<file path="config.mk">
export PLATFORM = sky130hd
export DESIGN_NAME = sync_tx_idle_parity_early_end
export DESIGN_NICKNAME = d
export VERILOG_FILES = /design/src/stx_pkg.sv /design/src/stx_cnt_if.sv /design/src/stx_bit_counter.sv /design/src/sync_tx_idle_parity_early_end.sv
export VERILOG_INCLUDE_DIRS = /design/src
export SDC_FILE = /design/constraint.sdc
export NUM_CORES = 1
export LEC_CHECK = 0
export ABC_AREA = 1
export BUFFER_PORTS_ARGS = -buffer_cell sky130_fd_sc_hd__buf_2
export CAP_MARGIN = 20
export CORE_MARGIN = 1
export CORE_UTILIZATION = 40
export DETAILED_ROUTE_END_ITERATION = 8
export PLACE_DENSITY_LB_ADDON = 0.3
export SLEW_MARGIN = 20
export SYNTH_ARGS = -nofsm -noshare
export SYNTH_HDL_FRONTEND = slang
export SYNTH_SLANG_ARGS = --single-unit
export TNS_END_PERCENT = 100
</file>
<file path="constraint.sdc">
create_clock -name clock -period 4 [get_ports clock]
set_input_delay 0.8 -clock clock [delete_from_list [all_inputs] [get_ports clock]]
set_output_delay 0.8 -clock clock [all_outputs]
set_load 0.01 [all_outputs]
</file>
<file path="src/stx_map.svh">
`ifndef STX_MAP_SVH
`define STX_MAP_SVH

// ---------------------------------------------------------------
// register word addresses (avalon word addressing)
// ---------------------------------------------------------------
`define STX_ADDR_CTRL 2'h0
`define STX_ADDR_SYNC 2'h1
`define STX_ADDR_ESC 2'h2
`define STX_ADDR_STAT 2'h3

// ---------------------------------------------------------------
// control register field positions
// ---------------------------------------------------------------
`define STX_CTRL_GO 0
`define STX_CTRL_IDLE 1
`define STX_CTRL_TRANSP 2
`define STX_CTRL_PAR_EN 3
`define STX_CTRL_PAR_ODD 4
`define STX_CTRL_DOUBLE 5
`define STX_CTRL_BLKCHK 6
`define STX_CTRL_BITS_LO 8
`define STX_CTRL_BITS_HI 11

// ---------------------------------------------------------------
// reset values
// ---------------------------------------------------------------
`define STX_CTRL_RST 12'h800
`define STX_SYNC_RST 16'h0016
`define STX_ESC_RST 16'h0010

// ---------------------------------------------------------------
// character geometry
// ---------------------------------------------------------------
`define STX_MAX_BITS 5'h10
`define STX_BYTE_BITS 5'h08

`endif

</file>
<file path="src/stx_pkg.sv">
package stx_pkg;

    // source of the character being serialised
    typedef enum logic [2:0] {
        SRC_NONE,
        SRC_SYNC,
        SRC_ESC,
        SRC_DATA_LO,
        SRC_DATA_HI
    } stx_src_e;

    // bit counter state
    typedef struct packed {
        logic [4:0] index;
        logic [4:0] len;
        logic busy;
    } stx_cnt_s;

    // framer state
    typedef struct packed {
        logic clk_s1;
        logic clk_s2;
        logic clk_prev;
        logic ack;
        logic [31:0] rdata;
        logic [11:0] ctrl;
        logic [15:0] sync_char;
        logic [15:0] esc_char;
        stx_src_e src;
        logic [15:0] shift;
        logic [15:0] word;
        logic [4:0] char_len;
        logic alt_flag;
        logic toggle;
        logic hold;
        logic odd_latch;
        logic early_end;
        logic pending_high;
        logic tx_active;
        logic serial;
    } stx_top_s;

endpackage

</file>
<file path="src/stx_cnt_if.sv">
`timescale 1ns/100ps
`default_nettype none

// carrier between framer and its bit counter
interface stx_cnt_if;
    logic edge_stb; // synchronised transmit clock rising edge
    logic load; // start a new character on this edge
    logic [4:0] length; // bits in the new character
    logic [4:0] index; // bit position now on the line
    logic busy; // a character is being shifted
    logic overflow; // final bit done, one-cycle strobe

    modport counter (
        input edge_stb, load, length,
        output index, busy, overflow
    );
    modport user (
        output edge_stb, load, length,
        input index, busy, overflow
    );
endinterface

`default_nettype wire

</file>
<file path="src/stx_bit_counter.sv">
`timescale 1ns/100ps
`default_nettype none

module stx_bit_counter
    import stx_pkg::*;
(
    // clock and reset
    input wire logic clock,
    input wire logic rst_n,
    // framer side
    stx_cnt_if.counter cnt
);

    stx_cnt_s st_ff; // registered state
    stx_cnt_s nxt_st; // next state
    logic at_last; // final bit on the line

    // ---------------------------------------------------------------
    // next state
    // ---------------------------------------------------------------
    always_comb begin
        nxt_st = st_ff;
        at_last = st_ff.busy && (st_ff.index == st_ff.len - 5'h01);
        // carry out on the edge that finishes the final bit
        cnt.overflow = cnt.edge_stb && at_last;
        if (cnt.edge_stb) begin
            if (cnt.load) begin
                // load mode, wins over the overflow when both fall on the same edge
                nxt_st.index = 5'h00;
                nxt_st.len = cnt.length;
                nxt_st.busy = 1'b1;
            end else if (at_last) begin
                // nothing queued, line goes quiet
                nxt_st.busy = 1'b0;
            end else if (st_ff.busy) begin
                nxt_st.index = st_ff.index + 5'h01;
            end
        end
        cnt.index = st_ff.index;
        cnt.busy = st_ff.busy;
    end

    // ---------------------------------------------------------------
    // state register
    // ---------------------------------------------------------------
    always_ff @(posedge clock or negedge rst_n) begin
        if (!rst_n) begin
            st_ff <= '0;
        end else begin
            st_ff <= nxt_st;
        end
    end

endmodule

`default_nettype wire

</file>
<file path="src/sync_tx_idle_parity_early_end.sv">
`timescale 1ns/100ps
`default_nettype none
`include "stx_map.svh"

module sync_tx_idle_parity_early_end
    import stx_pkg::*;
(
    // clock and reset
    input wire logic clock,
    input wire logic rst_n,
    // avalon-mm slave
    input wire logic [1:0] avs_address,
    input wire logic avs_read,
    input wire logic avs_write,
    input wire logic [31:0] avs_writedata,
    output logic [31:0] avs_readdata,
    output logic avs_waitrequest,
    // line side
    input wire logic tx_clock_pin,
    output logic serial_data_out,
    // transfer side
    input wire logic [15:0] data_word,
    input wire logic data_valid,
    output logic data_load,
    input wire logic tx_cycle,
    input wire logic byte_count_odd,
    input wire logic escape_request,
    // block check and character events
    output logic block_check_start,
    output logic char_end
);

    // ---------------------------------------------------------------
    // declarations
    // ---------------------------------------------------------------
    stx_top_s st_ff; // registered state
    stx_top_s nxt_st; // next state
    stx_cnt_if cnt(); // counter carrier
    logic tx_edge; // rising edge of the line clock
    logic start; // new character begins this edge
    logic ovf; // current character done
    logic flag_new; // alternation flag after this edge
    logic early_new; // early end after a load
    stx_src_e pick; // source for the next character
    logic [15:0] next_word; // bits of the next character
    logic [4:0] next_len; // length of the next character
    logic [4:0] bit_pos; // bit position going out
    logic [15:0] shift_new; // shift register after this edge
    logic out_bit; // data bit going out
    logic is_data; // current character carries data
    logic par_slot; // parity position on this edge
    logic tog_base; // toggle before counting this bit
    logic access; // bus request pending

    // ---------------------------------------------------------------
    // helpers
    // ---------------------------------------------------------------
    // data bits per character from the control field, zero means 16
    function automatic logic [4:0] stx_data_bits(input logic [11:0] c);
        logic [4:0] b;
        b = {1'b0, c[`STX_CTRL_BITS_HI:`STX_CTRL_BITS_LO]};
        if (b == 5'h00) begin
            b = `STX_MAX_BITS;
        end
        return b;
    endfunction

    // character length including a parity bit, clipped at 16
    function automatic logic [4:0] stx_char_len(input logic [11:0] c, input logic dat);
        logic [4:0] n;
        n = stx_data_bits(c);
        if (dat && c[`STX_CTRL_PAR_EN] && n < `STX_MAX_BITS) begin
            n = n + 5'h01;
        end
        if (dat && c[`STX_CTRL_DOUBLE] && n > `STX_BYTE_BITS) begin
            n = `STX_BYTE_BITS;
        end
        return n;
    endfunction

    // ---------------------------------------------------------------
    // bit counter
    // ---------------------------------------------------------------
    stx_bit_counter u_cnt (
        .clock(clock),
        .rst_n(rst_n),
        .cnt(cnt.counter)
    );

    // ---------------------------------------------------------------
    // next state of the framer
    // ---------------------------------------------------------------
    always_comb begin
        nxt_st = st_ff;
        data_load = 1'b0;
        pick = SRC_NONE;
        next_word = 16'h0000;
        next_len = 5'h01;
        bit_pos = 5'h00;
        shift_new = st_ff.shift;
        out_bit = 1'b1;
        par_slot = 1'b0;
        tog_base = st_ff.toggle;
        early_new = st_ff.early_end;

        // line clock passes two flops before it is looked at
        nxt_st.clk_s1 = tx_clock_pin;
        nxt_st.clk_s2 = st_ff.clk_s1;
        nxt_st.clk_prev = st_ff.clk_s2;
        // edge turned into a single-cycle strobe
        tx_edge = st_ff.clk_s2 && !st_ff.clk_prev;
        ovf = cnt.overflow;
        start = tx_edge && (!cnt.busy || ovf);
        is_data = (st_ff.src == SRC_DATA_LO) || (st_ff.src == SRC_DATA_HI);

        // bus slave, one wait cycle then the answer
        access = avs_read || avs_write;
        nxt_st.ack = access && !st_ff.ack;
        // write lands on the edge that sees waitrequest low, as the master expects
        if (access && st_ff.ack) begin
            if (avs_write) begin
                unique case (avs_address)
                    `STX_ADDR_CTRL: nxt_st.ctrl = avs_writedata[11:0];
                    `STX_ADDR_SYNC: nxt_st.sync_char = avs_writedata[15:0];
                    `STX_ADDR_ESC: nxt_st.esc_char = avs_writedata[15:0];
                    `STX_ADDR_STAT: nxt_st.ctrl = st_ff.ctrl;
                endcase
            end
        end
        // read data registered during the wait cycle, so it stands at the answer
        if (access && !st_ff.ack) begin
            unique case (avs_address)
                `STX_ADDR_CTRL: nxt_st.rdata = {20'h00000, st_ff.ctrl};
                `STX_ADDR_SYNC: nxt_st.rdata = {16'h0000, st_ff.sync_char};
                `STX_ADDR_ESC: nxt_st.rdata = {16'h0000, st_ff.esc_char};
                `STX_ADDR_STAT: begin
                    nxt_st.rdata = {24'h000000, st_ff.serial, st_ff.pending_high,
                        cnt.busy, st_ff.tx_active, st_ff.hold, st_ff.early_end,
                        st_ff.odd_latch, st_ff.alt_flag};
                end
            endcase
        end

        // alternation flag at the end of an idle character
        flag_new = st_ff.alt_flag;
        if (ovf && st_ff.src == SRC_ESC) begin
            flag_new = 1'b0;
        end else if (ovf && st_ff.src == SRC_SYNC) begin
            // any mode: d input held high after a sync, flag set; only an escape end clears it
            flag_new = 1'b1;
        end
        nxt_st.alt_flag = flag_new;

        // choose the next source, data before escape before idle
        if (start) begin
            if (st_ff.pending_high && !st_ff.early_end) begin
                pick = SRC_DATA_HI;
            end else if (st_ff.ctrl[`STX_CTRL_GO] && data_valid) begin
                pick = SRC_DATA_LO;
            end else if (escape_request) begin
                pick = SRC_ESC;
            end else if (st_ff.ctrl[`STX_CTRL_IDLE]) begin
                if (st_ff.ctrl[`STX_CTRL_TRANSP] && flag_new) begin
                    pick = SRC_ESC;
                end else begin
                    pick = SRC_SYNC;
                end
            end
        end

        // load of the shift holding register doubles as load-sync clear
        if (pick == SRC_DATA_LO) begin
            data_load = 1'b1;
            nxt_st.word = data_word;
            // early end takes the latch, latch clears
            early_new = st_ff.odd_latch;
            nxt_st.odd_latch = 1'b0;
            nxt_st.early_end = early_new;
            // high byte queued only when the count is even
            nxt_st.pending_high = st_ff.ctrl[`STX_CTRL_DOUBLE] && !early_new;
        end else if (pick == SRC_DATA_HI) begin
            nxt_st.pending_high = 1'b0;
        end

        // odd count arrives during the transfer cycle, set wins over clear
        if (tx_cycle && byte_count_odd) begin
            nxt_st.odd_latch = 1'b1;
        end

        // bits of the chosen character
        unique case (pick)
            SRC_SYNC: next_word = st_ff.sync_char;
            SRC_ESC: next_word = st_ff.esc_char;
            SRC_DATA_LO: next_word = data_word;
            SRC_DATA_HI: next_word = {8'h00, st_ff.word[15:8]};
            SRC_NONE: next_word = 16'h0000;
        endcase
        next_len = stx_char_len(st_ff.ctrl,
            (pick == SRC_DATA_LO) || (pick == SRC_DATA_HI));
        if (st_ff.ctrl[`STX_CTRL_DOUBLE] && pick != SRC_NONE && next_len > `STX_BYTE_BITS) begin
            next_len = `STX_BYTE_BITS;
        end

        // serialise: load on start, shift on the other edges
        if (start) begin
            nxt_st.src = pick;
            if (pick != SRC_NONE) begin
                shift_new = next_word;
                nxt_st.char_len = next_len;
                bit_pos = 5'h00;
            end
            // running state follows the kind of character
            nxt_st.tx_active = (pick == SRC_DATA_LO) || (pick == SRC_DATA_HI);
        end else if (tx_edge && cnt.busy) begin
            shift_new = {1'b1, st_ff.shift[15:1]};
            bit_pos = cnt.index + 5'h01;
        end
        if (tx_edge) begin
            nxt_st.shift = shift_new;
        end

        // what goes on the line this edge; idle line rests at space
        if (tx_edge) begin
            if (start && pick == SRC_NONE) begin
                out_bit = 1'b1;
            end else begin
                out_bit = shift_new[0];
            end
            par_slot = st_ff.ctrl[`STX_CTRL_PAR_EN] && nxt_st.tx_active &&
                (bit_pos == nxt_st.char_len - 5'h01) && !(start && pick == SRC_NONE);
            // toggle restarts at each character
            tog_base = ovf ? 1'b0 : st_ff.toggle;
            if (par_slot) begin
                // marks so far xor sense: one means a mark is due
                nxt_st.hold = tog_base ^ st_ff.ctrl[`STX_CTRL_PAR_ODD];
                nxt_st.toggle = tog_base;
                if (!st_ff.ctrl[`STX_CTRL_BLKCHK]) begin
                    // mark is a low level on the inner side
                    out_bit = !nxt_st.hold;
                end
            end else begin
                // flips on every mark (low) bit sent
                nxt_st.toggle = tog_base ^ !out_bit;
            end
            nxt_st.serial = out_bit;
        end else if (ovf) begin
            nxt_st.toggle = 1'b0;
        end
        // not running: held clear
        if (!nxt_st.tx_active) begin
            nxt_st.toggle = 1'b0;
        end

        // outputs
        char_end = ovf;
        block_check_start = st_ff.early_end;
        serial_data_out = st_ff.serial;
        avs_readdata = st_ff.rdata;
        avs_waitrequest = access && !st_ff.ack;
        cnt.edge_stb = tx_edge;
        cnt.load = start && (pick != SRC_NONE);
        cnt.length = next_len;
    end

    // ---------------------------------------------------------------
    // state register
    // ---------------------------------------------------------------
    always_ff @(posedge clock or negedge rst_n) begin
        if (!rst_n) begin
            st_ff <= '0;
            st_ff.ctrl <= `STX_CTRL_RST;
            st_ff.sync_char <= `STX_SYNC_RST;
            st_ff.esc_char <= `STX_ESC_RST;
            st_ff.src <= SRC_NONE;
            st_ff.serial <= 1'b1;
            // idle always begins from a known flag state
            st_ff.alt_flag <= 1'b1;
        end else begin
            st_ff <= nxt_st;
        end
    end

endmodule

`default_nettype wire
</file>
---- Word level (Yosys, flattened, before mapping) ----
Cells that the tools add are included.
operators by class
  $add $sub $neg .......................... 4
  order comparisons ....................... 3
  equality and inequality tests ........... 13
  muxes and demuxes ....................... 40
  bitwise operators ....................... 2
  reduce and logical (&&, ||, !) cells .... 53
operator list
  operator                                                                          count
  32-bit case mux with 4 select lines                                               1
  16-bit case mux with 5 select lines                                               1
  5-bit 2-to-1 mux                                                                  11
  16-bit 2-to-1 mux                                                                 3
  1-bit logical AND                                                                 25
  1-bit 2-to-1 mux                                                                  17
  3-bit AND reduction                                                               5
  5-bit by 1-bit adder with 5-bit output (second input constant)                    2
  5-bit == test                                                                     2
  5-bit by 4-bit greater-than comparator with 1-bit output (second input constant)  2
  2-bit 2-to-1 mux                                                                  5
  2-bit nonzero test                                                                5
  5-bit by 1-bit subtractor with 5-bit output (second input constant)               2
  3-bit by 2-bit == test with 1-bit output (second input constant)                  3
  1-bit logical NOT                                                                 8
  3-bit by 1-bit == test with 1-bit output (second input constant)                  2
  3-bit 2-to-1 mux                                                                  2
  2-bit AND reduction                                                               3
  5-bit less-than comparator (second input constant)                                1
  2-bit == test (second input constant)                                             2
  4-bit logical NOT                                                                 1
  3-bit == test (second input constant)                                             1
  3-bit logical NOT                                                                 1
  1-bit logical OR                                                                  3
  6 further kinds                                                                   7
storage, ports and cells
  flip-flop bits (word level) ............. 139
  input port bits ......................... 59
  output and inout port bits .............. 37

---- Longest topological paths before layout ----
Gate-level depths: netlist of run 1.
  word-level depth ........................ 34
  gate-level depth with buffers ........... 37
  depth with buffers taken out ............ 37

---- Hierarchy ----
Synthesis of run 1 repeated with hierarchy kept, for this count alone.
unflattened totals
  cells, all modules ...................... 788
  area total of the unflattened synthesis .. 6190.9 µm²
modules (own cells, without submodules)
  module                         times used  cells an instance  area an instance (µm²)  seq. area each (µm²)
  sync_tx_idle_parity_early_end  1           681                5440.2                  2611.3
  stx_bit_counter                1           107                750.7                   275.3

---- Worst setup path after synthesis of run 1 ----
OpenSTA, ideal clock, no wires.
  kind .................................... register to register
  start point ............................. register u_cnt.st_ff[2] (netlist name)
  end point ............................... register st_ff[6] (netlist name)
  arrival time ............................ 3383 ps
  required time ........................... 3883 ps
  path slack .............................. 500 ps
  stages on the path, launching flop included .. 37
  buffers on the path ..................... 0
  clock period less this slack ............ 3500 ps
  path through ............................ dfrtp_1 -> clkinv_1 -> ha_1 -> inv_1 -> nand2_1 -> nand2_1 -> nor2_1 -> nand3_1 -> nor2_4 -> nand3_1 -> nand2_2 -> nand3_1 -> nand2_1 -> nand2_2 -> nand3_4 -> nand2_4 -> nand3_2 -> nand2_1 -> nand2_1 -> nand3_1 -> nand2_1 -> nand2_2 -> nand2_4 -> nand3_2 -> nand2_2 -> inv_1 -> ha_1 -> xnor2_1 -> nand3_1 -> inv_1 -> nand2_1 -> nor2_1 -> nand3_2 -> o21bai_2 -> nand2_1 -> nand2_1 -> nor2_1
RTL lines
  element                   RTL line                              source
  start: declaration        stx_bit_counter.sv:14                 stx_cnt_s st_ff;
  start signal: assignment  stx_bit_counter.sv:50                 st_ff <= nxt_st;
  end signal: assignment    sync_tx_idle_parity_early_end.sv:279  st_ff <= nxt_st;
  end: declaration          sync_tx_idle_parity_early_end.sv:36   stx_top_s st_ff;

==> flow_summary_export.csv, run 1 <==
group,metric,value,unit
pwr,power.leakage,3.669,nW
setup_path,crit_path_end_kind,"register",
logic_synthesis,ys_seq_elements,115,
timing,finalSetupTns,0,ps
logic_synthesis,synth_top_area_share,45.46,%
clock_network,cts_root_buffer,"clkbuf_16",
logic_synthesis,yosysWarnings,0,
cells_and_area,stdcell_count,999,
clock_network,cts_inserted_buffers,17,
logic_synthesis,syn-cell-area,5944,µm²
timing,finalCriticalPeriod,3898,ps
clock_network,cts.sinks,115,
floorplan,coreArea,14530,µm²
floorplan,row_count,44,
cells_and_area,layout-drive-gt1-share,23.31,%
clock_network,cts_tree,"done",
detailed_routing,drt-total-wl,15.42,mm
job,drv_cap,0,
timing,finalSetupViolations,0,
logic_synthesis,synth_area_leader_cell,"dfrtp_1",
logic_synthesis,synth.distinct_cells,40,
detailed_routing,first_pass_iters,5,
pwr,cellPowerDensity,671.1,nW/µm²
setup_path,cpPeakStageDelay,370,ps
floorplan,die_y,123.9,µm
floorplan,dieArea,15350,µm²
timing,tightest_slew,975.8,ps
setup_path,path_buf_inv,5,
timing,period_share,97.46,%
logic_synthesis,avgSynthCellArea,8.055,µm²
global_route,grt_pass1_wl,24.25,mm
setup_path,rrSetupSlack,100,ps
global_route,grt_start_max_net_pins,59,
logic_synthesis,syn_inst,738,
place,dp_hpwl,11.12,mm
global_route,grt_pass1_vias,4629,
timing,final_max_slew_viol_count,0,
cells_and_area,area_growth_syn_to_layout,21.17,%
detailed_routing,num_vias,5049,
floorplan,die_x,123.9,µm
clock_network,cts_buffer_depth,2,
logic_synthesis,synth_edf_count,0,
place,place_area,6340,µm²
place,place.gp.congestion,0.8680,
setup_path,setup.worst_path.class,"reg2reg",
logic_synthesis,yosysSeqAreaShare,48.56,%
setup_path,critPathLaunchType,"register",
place,port_buffers,63,
timing,fmax,256.5,MHz
timing,relSlewSlack,34.79,%
clock_network,insertion_delay,420,ps
status,status,"complete, no violations",
detailed_routing,remaining_drc_errors,0,
min_path,hp-class,"reg2reg",
setup_path,crit_path_max_fanout,6,
detailed_routing,first_iter_violations,326,
place,placed_cells,960,
pwr,vdd_drop_max,0.3124,mV
cells_and_area,n_antenna_cell,0,
setup_path,crit_slowest_cell,"dfrtp_1",
cells_and_area,final_common_cell,"nand2_1",
global_route,track_usage,21.48,%
logic_synthesis,synthFlopType,"dfrtp_1",
detailed_routing,antenna_left,0,
global_route,grt_overflow,0,
logic_synthesis,async_flop_share,100.0,%
place,dp_slack,59.58,ps
detailed_routing,wl_per_cell,15.43,µm
cells_and_area,final_nets,866,
cells_and_area,layout_common_cells,"201 x nand2_1, 108 x dfrtp_1, 79 x o21ai_0, 77 x inv_1, 62 x buf_2",
cells_and_area,design_area,7203,µm²
detailed_routing,vias_per_cell,5.054,
clock_network,cts.reportedPaths.clkPinSlew,60,ps
clock_network,htreeDepth,4,
setup_path,critPathTopFamily,"simple AND/OR/NAND/NOR gates",
floorplan,start_util,40.90,%
global_route,antenna_found_initial,0,
cells_and_area,fillers,1435,
setup_path,worstPathArrival,4200,ps
setup_path,critPathRequiredTime,4300,ps
timing,rsz0062_at_grt,"true",
clock_network,cts_hold_buffers,0,
floorplan,io-pin-count,96,
timing,final-hold-violation-count,0,
timing,setup_ws,101.8,ps
logic_synthesis,netlist_top_cells_area,"dfrtp_1 45%, nand2_1 13%, o21ai_0 6.7%",
timing,clock_skew,7.957,ps
==> worst paths after layout <==
check | depth (start not counted) | start | endpoint
worst max-delay path | 34 | u_cnt.st_ff[1] | st_ff[5]
worst min-delay path | 0 | nxt_st[126] | nxt_st[125]
worst max register to register | 34 | u_cnt.st_ff[1] | st_ff[5]
worst min register to register | 0 | nxt_st[126] | nxt_st[125]
max in group asynchronous | 2 | rst_n | st_ff[65]
min in group asynchronous | 1 | rst_n | u_cnt.cnt.index[4]
==> through the flow <==
stage	util, %	total power (W)	hold slack, ps
2_1_floorplan	-	0.002685	331.2
3_3_place_gp	43.62	0.002995	333.3
6_report	49.56	0.004834	348.5
3_5_place_dp	43.62	0.003017	334.7
5_1_grt	49.56	0.005145	367.3
4_1_cts	48.22	0.004739	345.6
==> registers in the layout (all words and copies together) (netlist names) <==
name               flops
serial_data_out        1
u_cnt.cnt.index        5
u_cnt.st_ff            5
nxt_st                 2
avs_readdata          16
u_cnt.cnt.busy         1
st_ff                 84
block_check_start      1
==> power by group <==
part	internal [W]	switching, W	total [W]
Sequential	0.00154	0.000296	0.00184
Combinational	0.000513	0.000785	0.00130
Clock	0.00116	0.000544	0.00170
==> worst register-to-register path, delay by kind of cell, from the launching register on <==
kind,cells,cell delay [ps]
buf+inv,5,320
flops,1,370
fa+ha+maj,2,530
simple gates,25,2430
compound gates,1,60
xor+xnor,1,100
==> synthesized netlist by cell type (2+ instances only) <==
| library cell | instances |
|---|---|
| nand2_1 | 209 |
| dfrtp_1 | 108 |
| inv_1 | 80 |
| o21ai_0 | 79 |
| nand3_1 | 50 |
| buf_4 | 35 |
| nor2_1 | 29 |
| a21oi_1 | 23 |
| clkbuf_1 | 20 |
| nand2_2 | 9 |
| a221oi_1 | 8 |
| inv_2 | 8 |
| dfstp_2 | 7 |
| nand3_2 | 7 |
| o22ai_1 | 6 |
| ha_1 | 5 |
| o21ai_1 | 5 |
| a31oi_1 | 4 |
| a41oi_1 | 4 |
| nand2_4 | 4 |
| xor2_1 | 4 |
| nor2_2 | 3 |
| nor2_4 | 3 |
| nor3_1 | 3 |
| xnor2_1 | 3 |
| a22oi_1 | 2 |
| clkinv_1 | 2 |
| nand3_4 | 2 |
| nand4_1 | 2 |
| o211ai_1 | 2 |
| o21a_1 | 2 |
| o221ai_1 | 2 |
==> per-layer routing <==
metal	wire, µm	global-route usage (%)
met1	6984	29.01
met2	7309	33.65
met3	786	4.991
met4	338	7.813
met5	0	0
==> logic make-up (layout without fill, tap and decap cells) <==
group                    Yosys count  after routing  share of synthesized area [%]
AND/OR/NAND/NOR                  323            323                          24.37
buffers and inverters            146            208                          11.43
AO/OA/AOI/OAI                    141            141                          13.49
flip-flops                       115            115                          48.56
XOR/XNOR                           7              7                          1.031
adder cells (fa/ha/maj)            5              5                          1.052
other                              1             16                        0.06308
==> cell type report <==
class	count	area (µm²)	share of cell area [%]
Multi-Input combinational cell	492	2577	35.78
Tap cell	184	230.2	3.196
Sequential cell	115	2887	40.07
Clock inverter	12	201.4	2.797
Clock buffer	20	466.7	6.479
Timing Repair Buffer	86	503.0	6.983
Inverter	90	337.8	4.690
==> timing repair <==
| item | 4_1_cts | 5_1_grt |
|---|---|---|
| gates resized for setup | 0 | 33 |
| endpoints found under the setup margin | 0 | 3 |
| setup buffers | 0 | 7 |
Note: power is estimated with default switching activity, not from simulation.
==> run 2: changes to the inputs <==
--- a/config.mk
+++ b/config.mk
@@ -12,8 +12,7 @@
 export CORE_MARGIN = 1
 export CORE_UTILIZATION = 40
 export DETAILED_ROUTE_END_ITERATION = 8
-export PLACE_DENSITY_LB_ADDON = 0.3
-export SLEW_MARGIN = 20
+export PLACE_DENSITY = 0.58
 export SYNTH_ARGS = -nofsm -noshare
 export SYNTH_HDL_FRONTEND = slang
 export SYNTH_SLANG_ARGS = --single-unit
==> flow_summary_export.csv, run 2 (synthesis gave the netlist of run 1 again) <==
group,metric,value,unit
setup_path,rrSetupSlack,170,ps
clock_network,cts_buffer_depth,2,
min_path,hp-class,"reg2reg",
setup_path,crit_top_cell,"nand2_2",
timing,fmax,260.9,MHz
detailed_routing,remaining_drc_errors,0,
status,status,"complete, no violations",
detailed_routing,first_iter_violations,363,
global_route,grt.busiest_layer,"met2",
global_route,track_usage,22.21,%
global_route,grt_overflow,0,
setup_path,crit_path_max_fanout,6,
setup_path,critPathTopFamily,"simple AND/OR/NAND/NOR gates",
place,place.gp.congestion,0.8634,
detailed_routing,vias_per_cell,5.105,
min_path,min_from,"nxt_st[126]",
global_route,grt_start_max_net_pins,68,
floorplan,row_count,44,
setup_path,timing.rr.start,"u_cnt.st_ff[1]",
cells_and_area,final_common_cell,"nand2_1",
setup_path,setup.worst_path.class,"reg2reg",
global_route,grt_pass1_wl,24.98,mm
cells_and_area,area_growth_syn_to_layout,19.76,%
setup_path,path_buf_inv,5,
detailed_routing,num_vias,5110,
cells_and_area,largest_reg_flops,84,
setup_path,cpPeakStageDelay,360,ps
timing,period_share,95.82,%
cells_and_area,final_nets,868,
cells_and_area,layout_common_cells,"202 x nand2_1, 108 x dfrtp_1, 79 x o21ai_0, 77 x inv_1, 62 x buf_2",
global_route,grt_pass1_vias,5050,
timing,relSlewSlack,32.65,%
clock_network,cts.reportedPaths.clkPinSlew,60,ps
clock_network,cts_inserted_buffers,17,
detailed_routing,wl_per_cell,15.65,µm
clock_network,cts_tree,"done",
global_route,met1_usage,28.30,%
clock_network,cts_hold_buffers,0,
detailed_routing,antenna_left,0,
place,dp_slack,53.18,ps
pwr,vdd_drop_max,0.3115,mV
setup_path,critPathRequiredTime,4320,ps
cells_and_area,layout-drive-gt1-share,23.01,%
timing,finalSetupTns,0,ps
timing,clock_skew,10.67,ps
clock_network,cts.sinks,115,
pwr,power,0.004613,W
detailed_routing,drt-total-wl,15.66,mm
floorplan,start_util,40.90,%
timing,final_max_slew_viol_count,0,
pwr,cellPowerDensity,647.9,nW/µm²
place,dp_hpwl,11.14,mm
cells_and_area,n_antenna_cell,0,
setup_path,worstPathArrival,4150,ps
global_route,global_route.usage.met2,35.45,%
timing,final-hold-violation-count,0,
floorplan,coreArea,14530,µm²
timing,finalCriticalPeriod,3833,ps
floorplan,dieArea,15350,µm²
pwr,power.leakage,3.630,nW
detailed_routing,first_pass_iters,5,
timing,tightest_slew,1008,ps
clock_network,insertion_delay,430,ps
job,drv_cap,0,
setup_path,crit_path_start,"u_cnt.st_ff[1]",
clock_network,htreeDepth,4,
place,port_buffers,63,
floorplan,io-pin-count,96,
clock_network,cts_root_buffer,"clkbuf_16",
floorplan,die_x,123.9,µm
setup_path,crit_slowest_cell,"dfrtp_1",
global_route,antenna_found_initial,0,
global_route,grt_use_met3,4.853,%
timing,finalSetupViolations,0,
timing,setup_ws,167.1,ps
floorplan,die_y,123.9,µm
timing,holdWs,354.1,ps
setup_path,critPathLaunchType,"register",
cells_and_area,largest-register,"st_ff",
timing,rsz0062_at_grt,"true",
setup_path,crit_path_end_kind,"register",
[run 2: cell types whose count changed in the layout (fill, tap and decap cells not counted), sizes merged]
cell,change
bufinv,-4
buf,+2
clkinv,+1
clkbuf,-3
inv,+6
[run 2: layout make-up]
type	instances	area, µm²
inverters	90	340.3
multi-input cells	492	2570
clock inverters	15	148.9
clock buffers	17	425.4
repair buffers	88	518.0
well taps	184	230.2
flip-flops and latches	115	2887
fillers	1436	7415
[run 2: worst reg2reg max path, delay by kind of cell (launching register included)]
kind / cells / cell delay, ps
buf+inv: 5 / 300
simple gates: 27 / 2360
xor+xnor: 1 / 100
flops: 1 / 360
fa+ha+maj: 2 / 540
compound gates: 1 / 50
[run 2: power by group]
part | switching [W] | internal (W)
registers | 0.000271 | 0.00154
logic | 0.000811 | 0.000523
clock network | 0.000598 | 0.000869
[run 2: metal layers]
| layer | part of all wire (%) | vias up |
|---|---|---|
| li1 | - | 2485 |
| met1 | 45 | 2445 |
| met2 | 47 | 148 |
| met3 | 4.5 | 32 |
| met4 | 3.6 | 0 |
| met5 | 0 | - |
[run 2: path summary, 6_finish.rpt]
| check | end | cells after the start |
|---|---|---|
| setup / recovery | st_ff[5] | 36 |
| hold / removal | nxt_st[125] | 0 |
| setup reg to reg | st_ff[5] | 36 |
| hold reg to reg | nxt_st[125] | 0 |
| max in group asynchronous | st_ff[91] | 2 |
| min in group asynchronous | nxt_st[126] | 1 |
[run 2: stage by stage]
stage	cell area (µm²)	utilization, %	instances
after CTS	6937	47.73	995
after global placement	6362	43.78	963
after global routing	7119	48.98	1001
final	7119	48.98	1001
after detailed placement	6362	43.78	963
after floorplan	6001	-	753
[run 2: timing repair]
item,CTS,global route
setup endpoints to repair,0,3
setup buffers,0,6
gates resized for setup,0,31
==> run 3: changes to the inputs <==
==> constraint.sdc (replaced) <==
create_clock -name clock -period 4.3 [get_ports clock]
set_input_delay 0.86 -clock clock [delete_from_list [all_inputs] [get_ports clock]]
set_output_delay 0.86 -clock clock [all_outputs]
set_load 0.01 [all_outputs]
==> flow_summary_export.csv, run 3 (synthesis gave the netlist of run 1 again) <==
group,metric,value,unit
detailed_routing,vias_per_cell,5.065,
pwr,cellPowerDensity,605.9,nW/µm²
cells_and_area,largest-register,"st_ff",
setup_path,cp-endpoint,"st_ff[6]",
setup_path,crit_path_max_fanout,6,
setup_path,rrSetupSlack,420,ps
cells_and_area,final_util,47.83,%
detailed_routing,drt-total-wl,15.50,mm
detailed_routing,first_pass_iters,5,
setup_path,worstPathArrival,4180,ps
cells_and_area,n_antenna_cell,0,
floorplan,die_x,123.9,µm
setup_path,cpPeakStageDelay,390,ps
detailed_routing,antenna_left,0,
floorplan,dieArea,15350,µm²
job,drv_cap,0,
place,place.gp.congestion,0.8350,
setup_path,worst-path-stages,33,
pwr,power,0.004212,W
setup_path,timing.rr.start,"u_cnt.st_ff[1]",
global_route,grt_pass1_vias,4938,
cells_and_area,final_common_cell,"nand2_1",
setup_path,critPathLaunchType,"register",
setup_path,critPathRequiredTime,4600,ps
clock_network,cts_root_buffer,"clkbuf_16",
floorplan,row_count,44,
detailed_routing,num_vias,5030,
cells_and_area,final_nets,860,
timing,tightest_slew,1032,ps
setup_path,path_buf_inv,3,
timing,period_share,90.30,%
setup_path,r2r_cells,33,
detailed_routing,remaining_drc_errors,0,
setup_path,crit_path_start,"u_cnt.st_ff[1]",
setup_path,r2r-end,"st_ff[6]",
cells_and_area,largest_reg_flops,84,
detailed_routing,first_iter_violations,403,
clock_network,cts.sinks,115,
timing,rsz0062_at_grt,"false",
global_route,grt_pass1_wl,25.12,mm
min_path,hp-class,"reg2reg",
status,status,"complete, no violations",
clock_network,insertion_delay,410,ps
pwr,power.leakage,3.559,nW
clock_network,cts_tree,"done",
clock_network,cts_inserted_buffers,17,
setup_path,crit_slowest_cell,"dfrtp_1",
timing,clock_skew,9.013,ps
place,port_buffers,63,
place,dp_hpwl,11.13,mm
setup_path,crit_path_end_kind,"register",
timing,final-hold-violation-count,0,
timing,relSlewSlack,31.02,%
timing,finalSetupTns,0,ps
floorplan,start_util,40.90,%
floorplan,die_y,123.9,µm
clock_network,cts_hold_buffers,0,
setup_path,setup.worst_path.class,"reg2reg",
timing,fmax,257.5,MHz
global_route,track_usage,22.11,%
clock_network,cts.reportedPaths.clkPinSlew,60,ps
clock_network,htreeDepth,4,
global_route,antenna_found_initial,0,
detailed_routing,wl_per_cell,15.61,µm
cells_and_area,layout-drive-gt1-share,20.40,%
setup_path,crit_top_cell,"nand2_1",
clock_network,cts_buffer_depth,2,
cells_and_area,layout_common_cells,"208 x nand2_1, 108 x dfrtp_1, 79 x o21ai_0, 78 x inv_1, 62 x buf_2",
floorplan,coreArea,14530,µm²
cells_and_area,stdcell_count,993,
floorplan,io-pin-count,96,
global_route,grt_start_max_net_pins,76,
cells_and_area,area_growth_syn_to_layout,16.94,%
timing,finalCriticalPeriod,3883,ps
pwr,vdd_drop_max,0.2986,mV
place,placed_cells,959,
global_route,grt_overflow,0,
setup_path,critPathTopFamily,"simple AND/OR/NAND/NOR gates",
min_path,min_from,"nxt_st[126]",
timing,final_max_slew_viol_count,0,
timing,finalSetupViolations,0,
run 3: cell types whose count changed in the layout (fill, tap and decap cells not counted), moves of 2 or more:
cell | previous run | this run
buf_4 | 25 | 18
nand2_1 | 202 | 208
inv_6 | 6 | 1
clkbuf_1 | 0 | 3
nand2_2 | 13 | 10
nand3_1 | 45 | 48
nand3_4 | 5 | 2
nand2_4 | 6 | 4
run 3: worst min path at each step:
stage | to | slack [ps] | cells after the start
floorplan | nxt_st[125] | 330 | 0
global placement | nxt_st[125] | 340 | 0
detailed placement | nxt_st[125] | 340 | 0
CTS | nxt_st[125] | 350 | 0
global route | nxt_st[125] | 360 | 0
finish | nxt_st[125] | 350 | 0
run 3: area by class of cell:
type / instances / area, µm²
Inverter: 90 / 337.8
Multi-Input combinational cell: 492 / 2472
Clock buffer: 21 / 450.4
Clock inverter: 11 / 128.9
Fill cell: 1444 / 7582
Sequential cell: 115 / 2887
Tap cell: 184 / 230.2
Timing Repair Buffer: 80 / 445.4
run 3: through the flow:
| step | cell area, µm² | setup slack [ps] | hold slack (ps) |
|---|---|---|---|
| global route | 6952 | 19.67 | 355.4 |
| detailed placement | 6320 | 309.1 | 336.3 |
| CTS | 6899 | 263.9 | 348.0 |
| global placement | 6320 | 335.8 | 336.6 |
| finish | 6952 | 416.9 | 345.5 |
| floorplan | 6001 | 800.0 | 331.2 |
run 3: repair_timing:
action / CTS / global route
endpoints found under the setup margin: 0 / 3
gates resized for setup: 0 / 10
buffers inserted: 0 / 2
run 3: routing by layer:
metal / wire [µm] / GRT usage [%] / vias up / share of wire [%]
met3: 530 / 4.670 / 20 / 3.4
met1: 7195 / 29.06 / 2449 / 46
li1: - / - / 2452 / -
met5: 0 / 0 / - / 0
met4: 300 / 8.631 / 0 / 1.9
met2: 7472 / 35.66 / 109 / 48
run 3: report_power, final:
part | internal (W) | leakage (nW) | switching (W)
clock network | 0.000870 | 0.278 | 0.000509
registers | 0.00143 | 1.42 | 0.000249
logic | 0.000442 | 1.86 | 0.000709
